==> src/design/fault_flag_params.svh <==
// register offsets, field positions and reset values of the fault flag block
`ifndef FAULT_FLAG_PARAMS_SVH
`define FAULT_FLAG_PARAMS_SVH

`define ADDR_PHASE4_CTRL    8'h0b
`define ADDR_PHASE5_CTRL    8'h0c
`define ADDR_RAIL_STATUS    8'h0d
`define ADDR_EVENT_STATUS   8'h0e
`define ADDR_IRQ_MASK       8'h0f

`define LIMIT_MSB           7
`define LIMIT_LSB           6
`define LIMIT_RESET         2'h2
`define PHASE_LOW_RESET     6'h11
`define MASK_HIGH_RESET     5'h1f
`define MASK_LOW_RESET      3'h0

`define RAIL_FAULT_BIT      2
`define EV_LOAD_READY_BIT   5
`define EV_SAG_BIT          4
`define EV_TWARN_BIT        3
`define EV_TSHUT_BIT        2
`define EV_OVERVOLT_BIT     1
`define EV_SHORT_BIT        0

`endif

==> src/design/fault_flag_pkg.sv <==
// types shared by the fault flag block
package fault_flag_pkg;

	typedef struct packed {
		logic railFault;
		logic sag;
		logic tWarn;
		logic tShut;
		logic overVolt;
		logic shortOut;
		logic loadReady;
	} cond_s;

	typedef struct packed {
		logic       wrEn;
		logic       rdEn;
		logic [7:0] addr;
		logic [7:0] wdata;
	} regreq_s;

endpackage : fault_flag_pkg

==> src/design/fault_flag_irq_and_limit_cfg.sv <==
// fault flags, interrupt pin and phase 4/5 current limit registers
`timescale 1ns/1ps
`include "fault_flag_params.svh"

module fault_flag_irq_and_limit_cfg #(
	parameter int DATA_W = 8
) (
	input  wire logic                   clk,
	input  wire logic                   srst,
	input  wire logic                   powerOnRst,
	input  wire fault_flag_pkg::regreq_s req,
	input  wire fault_flag_pkg::cond_s  cond,
	input  wire logic [1:0]             tempBand,
	output logic [7:0]                  rdata,
	output logic [1:0]                  phase4_current_limit,
	output logic [1:0]                  phase5_current_limit,
	output logic                        irqOut_n
);

	// =====================
	// elaboration check
	if (DATA_W != 8) begin : g_bad_width
		$error("register width must be 8");
	end

	typedef struct packed {
		logic [7:0] ph4;
		logic [7:0] ph5;
		logic [7:0] mask;
		logic [4:0] railRsvd;
		logic [1:0] evRsvd;
		logic [7:0] rdata;
	} state_s;

	state_s st_r;
	state_s st_nxt;

	logic wrRail;
	logic wrEv;
	logic clrRail;
	logic clrSag;
	logic clrWarn;
	logic clrShut;
	logic clrOv;
	logic clrShort;
	logic clrLoad;
	logic fRail;
	logic fSag;
	logic fWarn;
	logic fShut;
	logic fOv;
	logic fShort;
	logic fLoad;
	logic irqAny;

	function automatic logic hit(input logic [7:0] a, input logic [7:0] base);
		return req.wrEn && (a == base);
	endfunction : hit

	// =====================
	// flag clears: written zero only, write of one leaves flag alone
	assign wrRail   = hit(req.addr, `ADDR_RAIL_STATUS);
	assign wrEv     = hit(req.addr, `ADDR_EVENT_STATUS);
	assign clrRail  = wrRail && !req.wdata[`RAIL_FAULT_BIT];
	assign clrLoad  = wrEv && !req.wdata[`EV_LOAD_READY_BIT];
	assign clrSag   = wrEv && !req.wdata[`EV_SAG_BIT];
	assign clrWarn  = wrEv && !req.wdata[`EV_TWARN_BIT];
	assign clrShut  = wrEv && !req.wdata[`EV_TSHUT_BIT];
	assign clrOv    = wrEv && !req.wdata[`EV_OVERVOLT_BIT];
	assign clrShort = wrEv && !req.wdata[`EV_SHORT_BIT];

	// flags only reset on supply loss, not on soft reset
	sticky_flag #(.HOLD_OFF_AFTER_CLEAR(1'b0)) u_rail (
		.clk(clk), .srst(powerOnRst), .cond(cond.railFault), .clrReq(clrRail), .flag(fRail)
	);
	sticky_flag #(.HOLD_OFF_AFTER_CLEAR(1'b0)) u_load (
		.clk(clk), .srst(powerOnRst), .cond(cond.loadReady), .clrReq(clrLoad), .flag(fLoad)
	);
	sticky_flag #(.HOLD_OFF_AFTER_CLEAR(1'b0)) u_sag (
		.clk(clk), .srst(powerOnRst), .cond(cond.sag), .clrReq(clrSag), .flag(fSag)
	);
	sticky_flag #(.HOLD_OFF_AFTER_CLEAR(1'b0)) u_warn (
		.clk(clk), .srst(powerOnRst), .cond(cond.tWarn), .clrReq(clrWarn), .flag(fWarn)
	);
	sticky_flag #(.HOLD_OFF_AFTER_CLEAR(1'b1)) u_shut (
		.clk(clk), .srst(powerOnRst), .cond(cond.tShut), .clrReq(clrShut), .flag(fShut)
	);
	sticky_flag #(.HOLD_OFF_AFTER_CLEAR(1'b0)) u_ov (
		.clk(clk), .srst(powerOnRst), .cond(cond.overVolt), .clrReq(clrOv), .flag(fOv)
	);
	sticky_flag #(.HOLD_OFF_AFTER_CLEAR(1'b0)) u_short (
		.clk(clk), .srst(powerOnRst), .cond(cond.shortOut), .clrReq(clrShort), .flag(fShort)
	);

	// =====================
	// interrupt: level, falls with flags, no pulse
	always_comb begin
		irqAny = (fRail && !st_r.mask[`RAIL_FAULT_BIT])
			|| (fOv && !st_r.mask[`EV_OVERVOLT_BIT])
			|| (fShort && !st_r.mask[`EV_SHORT_BIT])
			|| fLoad || fSag || fWarn || fShut;
	end
	assign irqOut_n = !irqAny;

	// =====================
	// register file
	always_comb begin
		st_nxt = st_r;
		if (req.wrEn) begin
			if (req.addr == `ADDR_PHASE4_CTRL) begin
				st_nxt.ph4 = req.wdata;
			end else if (req.addr == `ADDR_PHASE5_CTRL) begin
				st_nxt.ph5 = req.wdata;
			end else if (req.addr == `ADDR_RAIL_STATUS) begin
				st_nxt.railRsvd = req.wdata[7:3];
			end else if (req.addr == `ADDR_EVENT_STATUS) begin
				st_nxt.evRsvd = req.wdata[7:6];
			end else if (req.addr == `ADDR_IRQ_MASK) begin
				st_nxt.mask = req.wdata;
			end
		end
		// reads have no side effect on flags
		if (req.rdEn) begin
			if (req.addr == `ADDR_PHASE4_CTRL) begin
				st_nxt.rdata = st_r.ph4;
			end else if (req.addr == `ADDR_PHASE5_CTRL) begin
				st_nxt.rdata = st_r.ph5;
			end else if (req.addr == `ADDR_RAIL_STATUS) begin
				st_nxt.rdata = {st_r.railRsvd, fRail, tempBand};
			end else if (req.addr == `ADDR_EVENT_STATUS) begin
				st_nxt.rdata = {st_r.evRsvd, fLoad, fSag, fWarn, fShut, fOv, fShort};
			end else if (req.addr == `ADDR_IRQ_MASK) begin
				st_nxt.rdata = st_r.mask;
			end else begin
				st_nxt.rdata = 8'h00;
			end
		end
	end

	always_ff @(posedge clk) begin
		if (srst || powerOnRst) begin
			st_r.ph4      <= {`LIMIT_RESET, `PHASE_LOW_RESET};
			st_r.ph5      <= {`LIMIT_RESET, `PHASE_LOW_RESET};
			st_r.mask     <= {`MASK_HIGH_RESET, `MASK_LOW_RESET};
			st_r.railRsvd <= 5'h00;
			st_r.evRsvd   <= 2'h0;
			st_r.rdata    <= 8'h00;
		end else begin
			st_r <= st_nxt;
		end
	end

	assign rdata                = st_r.rdata;
	assign phase4_current_limit = st_r.ph4[`LIMIT_MSB:`LIMIT_LSB];
	assign phase5_current_limit = st_r.ph5[`LIMIT_MSB:`LIMIT_LSB];

endmodule : fault_flag_irq_and_limit_cfg

==> src/design/sticky_flag.sv <==
// one sticky flag with write-zero clear and optional re-arm inhibit
`timescale 1ns/1ps

module sticky_flag #(
	parameter bit HOLD_OFF_AFTER_CLEAR = 1'b0
) (
	input  wire logic clk,
	input  wire logic srst,
	input  wire logic cond,
	input  wire logic clrReq,
	output logic      flag
);

	typedef struct packed {
		logic flag;
		logic blocked;
	} state_s;

	state_s st_r;
	state_s st_nxt;
	logic   setEv;

	// =====================
	// next state
	always_comb begin
		st_nxt = st_r;
		setEv  = cond && !(HOLD_OFF_AFTER_CLEAR && st_r.blocked);
		if (clrReq) begin
			st_nxt.flag    = 1'b0;
			st_nxt.blocked = cond;
		end
		if (!cond) begin
			st_nxt.blocked = 1'b0;
		end
		// set wins over a clear in the same cycle, except a held-off shutdown
		if (setEv && !(HOLD_OFF_AFTER_CLEAR && clrReq)) begin
			st_nxt.flag = 1'b1;
		end
	end

	// =====================
	// state register
	always_ff @(posedge clk) begin
		if (srst) begin
			st_r <= '0;
		end else begin
			st_r <= st_nxt;
		end
	end

	assign flag = st_r.flag;

endmodule : sticky_flag

==> config.mk <==
export PLATFORM = sky130hd
export DESIGN_NAME = fault_flag_irq_and_limit_cfg
export DESIGN_NICKNAME = d
export VERILOG_FILES = /design/src/design/fault_flag_pkg.sv /design/src/design/fault_flag_irq_and_limit_cfg.sv /design/src/design/sticky_flag.sv
export VERILOG_INCLUDE_DIRS = /design/src /design/src/design
export SDC_FILE = /design/constraint.sdc
export NUM_CORES = 1
export LEC_CHECK = 0
export ABC_AREA = 1
export BUFFER_PORTS_ARGS = -buffer_cell sky130_fd_sc_hd__buf_2
export CAP_MARGIN = 0
export CORE_MARGIN = 2
export CORE_UTILIZATION = 40
export DETAILED_ROUTE_END_ITERATION = 6
export PLACE_DENSITY = 0.73
export SLEW_MARGIN = 20
export SYNTH_ARGS = -nofsm -noshare
export SYNTH_HDL_FRONTEND = slang
export SYNTH_SLANG_ARGS = --single-unit
==> constraint.sdc <==
create_clock -name clk -period 1.03 [get_ports clk]
set_input_delay 0.0515 -clock clk [delete_from_list [all_inputs] [get_ports clk]]
set_output_delay 0.0515 -clock clk [all_outputs]
set_load 0.01 [all_outputs]
==> summary.md <==
| Metric | Value |
|---|---|
| Rows | `27` |
| Worst hold slack | `0.0313 ns` |
| Final net count | `412` |
| DRT iter0 DRCs | `152` |
| Port Buffers | `42` |
| Worst VDD drop | `0.876 mV` |
| Worst skew pair latency | `0.30 ns` |
| CTS Sinks | `47` |
| Max clock buf depth | `2` |
| First-pass GRT wire length | `9.54 mm` |
| Actual slew at the worst max-slew pin | `0.406 ns` |
| Post-Synth XOR/XNOR Area | `0%` |
| Diodes inserted | `0` |
| Simple-gate portion of the synthesized area | `31.4%` |
| Post-synthesis compound-gate area fraction | `13.8%` |
| Pwr Density | `1320 nW/um^2` |
| Final GP Congestion | `0.821` |
| WP data required | `0.98 ns` |
| Post-route ant nets | `0` |
| Core footprint | `5440 um^2` |
| Unrepaired setup endpoints after global routing | `yes` |
| Reg clk slew, reported paths | `0.08 ns` |
| Syn Nets | `348` |
| Final WS setup | `-0.470 ns` |
| Synth Register Bits | `47` |
| Area Overhead vs Synth | `29.0%` |
| Worst Path Arrival | `1.45 ns` |
| DRC Markers | `0` |
| H-tree depth | `2` |
| Worst Hold Class | `primary input to flip-flop` |
| Slew margin rel. | `72.9%` |
| GRT Util Overall | `19.3%` |
| Height of the die | `78.8 um` |
| CP Buf/Inv Count | `1` |
| Worst Setup Start Kind | `flip-flop` |
| Post-synthesis mux area share | `0%` |
| Number of I/O pins | `43` |
| Failing checks | `setup timing` |
| Share of cells above drive strength 1 | `26.4%` |
| TritonCTS clock tree | `done` |
| Synth area leader | `dfxtp_1` |
| Adder-cell share of the synthesized area | `0%` |
| Final min period | `1.50 ns` |
| Post-placement cell count | `436` |
| Crit Path Class | `flip-flop to output port` |
| CTS root buf | `clkbuf_8` |
| Worst path cell trace | `or4_4, nor3_4, buf_2` |
| Family with the most delay on the worst path | `simple AND/OR/NAND/NOR gates` |
| Pleak | `1.32 nW` |
| Initial antenna violation count | `0` |
| Largest net degree at the start of global routing | `29` |
| Die Wd | `78.8 um` |
| Maximum clock rate | `0.667 GHz` |
| Post-synth cell types | `27` |
| Initial core utilization | `41.2%` |
| Die area | `6210 um^2` |
| Grt total ovfl | `0` |
| Final setup fails | `1` |
| TritonCTS buffer count | `5` |
| Largest cells by area after synthesis | `dfxtp_1 (42%), nand2_1 (10%), nand3_1 (7.6%), o21ai_0 (7.2%), nor2_1 (6.0%)` |
| Post-Syn Area | `2240 um^2` |
| Crit path largest cell delay | `0.54 ns` |
| DRT Wirelength | `5.60 mm` |
| Drt first pass iters | `4` |
| Via count | `2,215` |
| Syn Area/Cell | `7.04 um^2` |
| Setup Skew | `0.00588 ns` |
| Worst setup EP type | `output port` |
| Drt wl/cell | `12.3 um` |
| DP HPWL | `4.17 mm` |
| Crit Path Max Fanout | `2` |
| Post-synthesis instance total | `318` |
| Vias in the first global route | `2,055` |
| Ys Warns | `0` |
| Yosys top cell area share | `42.0%` |
| Status | `finished, violations left` |
| Fin crit share | `146%` |
| Max-cap violation count | `0` |
| Largest family of logic cells by synthesized area | `simple AND/OR/NAND/NOR gates` |
| Pins Over Slew Limit | `0` |
| Final Hold Fails | `0` |
| Final non-filler cell total | `455` |
| Register area share after synthesis | `42.0%` |
| Vias/cell | `4.87` |
| Crit path max-delay cell type | `or4_4` |
==> cells in the mapped netlist <==
master	number
clkbuf_2	1
nor3b_1	2
nand2_1	60
a21oi_1	23
clkbuf_1	5
clkinv_2	2
nor3_1	1
nand3_2	2
buf_4	13
buf_6	1
nor3_2	1
inv_2	3
o21ai_0	32
nand2_2	1
nand3_1	34
nor2_4	2
or4_1	1
nor2_1	36
inv_1	31
nor2_2	2
buf_2	3
o22ai_1	1
dfxtp_1	47
o21ai_1	1
nand3_4	1
o211ai_1	3
nand4_1	9
==> what timing repair did <==
action	4_1_cts	5_1_grt
gates resized for setup	1	13
endpoints found under the setup margin	1	19
setup buffers	0	4
pin swaps	0	1
hold endpoints to repair	7	0
hold buffers	7	0
==> placed cells by master (no fill, tap or decap) <==
cell / synthesis / layout
buf_4: 13 / 30
nand3_2: 2 / 2
nand4_1: 9 / 9
dlygate4sd3_1: 0 / 7
clkinv_2: 2 / 1
o21ai_0: 32 / 27
nor3_4: 0 / 2
nor2_2: 2 / 2
nand2_1: 60 / 58
bufinv_16: 0 / 2
nor3b_1: 2 / 1
o21ai_1: 1 / 6
or4_4: 0 / 1
nand3_1: 34 / 33
buf_2: 3 / 42
nand3_4: 1 / 2
clkinvlp_4: 0 / 1
dfxtp_1: 47 / 47
inv_2: 3 / 3
buf_12: 0 / 1
o211ai_1: 3 / 3
nor2_1: 36 / 36
inv_4: 0 / 1
nor2_4: 2 / 2
o22ai_1: 1 / 1
inv_1: 31 / 31
clkbuf_8: 0 / 5
nand2_2: 1 / 3
nor3b_2: 0 / 1
a21oi_1: 23 / 23
==> worst paths after layout <==
check                                              start                    end  slack, ns  depth (start not counted)
worst max register to register  u_load.flag$_SDFFE_PP0P_  rdata[5]$_SDFFE_PP0P_       0.13                          5
worst max-delay path            u_shut.flag$_SDFFE_PP0P_               irqOut_n      -0.47                          3
worst min-delay path                              req[3]  st_r[18]$_SDFFE_PP1P_       0.03                          3
worst min register to register     st_r[34]$_SDFFE_PP0P_  st_r[34]$_SDFFE_PP0P_       0.45                          2
==> registers in the layout, indices dropped and copies added, names as in the netlist <==
register	cells
rdata	8
phase5_current_limit	2
u_ov.flag	1
u_sag.flag	1
u_shut.flag	1
u_warn.flag	1
phase4_current_limit	2
u_rail.flag	1
u_load.flag	1
u_short.flag	1
u_shut.st_r	1
st_r	27
==> area by class of cell <==
type                       instances  area [um^2]
fill                             553         2550
multi-input combinational        212         1060
sequential                        47          941
timing repair buffer              80          526
inverter                          36          139
tap                               72         90.1
clock buffer                       5         68.8
clock inverter                     3         67.6
==> kinds of logic after synthesis <==
kind of cell,count (synthesis)
AOI/OAI and AO/OA,60
and+or+nand+nor,152
buffers and inverters,59
DFF,47
==> tightest hold or removal path: stages <==
cell     delay [ns]
buf_2          0.13
nand2_1        0.06
nand3_1        0.05
==> metrics by stage <==
stage                     util [%]  total power [mW]  cell area (um^2)  setup WS (ns)  setup TNS (ns)
after floorplan                  -              2.07              2240        -0.0234         -0.0234
after global placement        48.0              2.22              2610         -0.154           -5.21
after detailed placement      48.0              2.23              2610         -0.230           -7.42
after CTS                     51.9              3.84              2820         -0.462          -0.462
after global routing          53.1              3.98              2890         -0.512          -0.580
final                         53.1              3.82              2890         -0.470          -0.470
==> layer usage <==
layer  vias up  GRT usage (%)  wire [um]
li1       1155              -          -
met1       992           25.8       2650
met2        55           31.1       2580
met3        13           3.64        262
met4         0           7.02        111
met5         -              0          0
==> power by group <==
group	internal [mW]	leakage, nW	switching, mW
clock	0.967	0.0644	0.624
sequential	1.85	0.382	0.0173
combinational	0.162	0.870	0.201
total	2.97	1.32	0.842
Power figures use the tool's default switching activity.
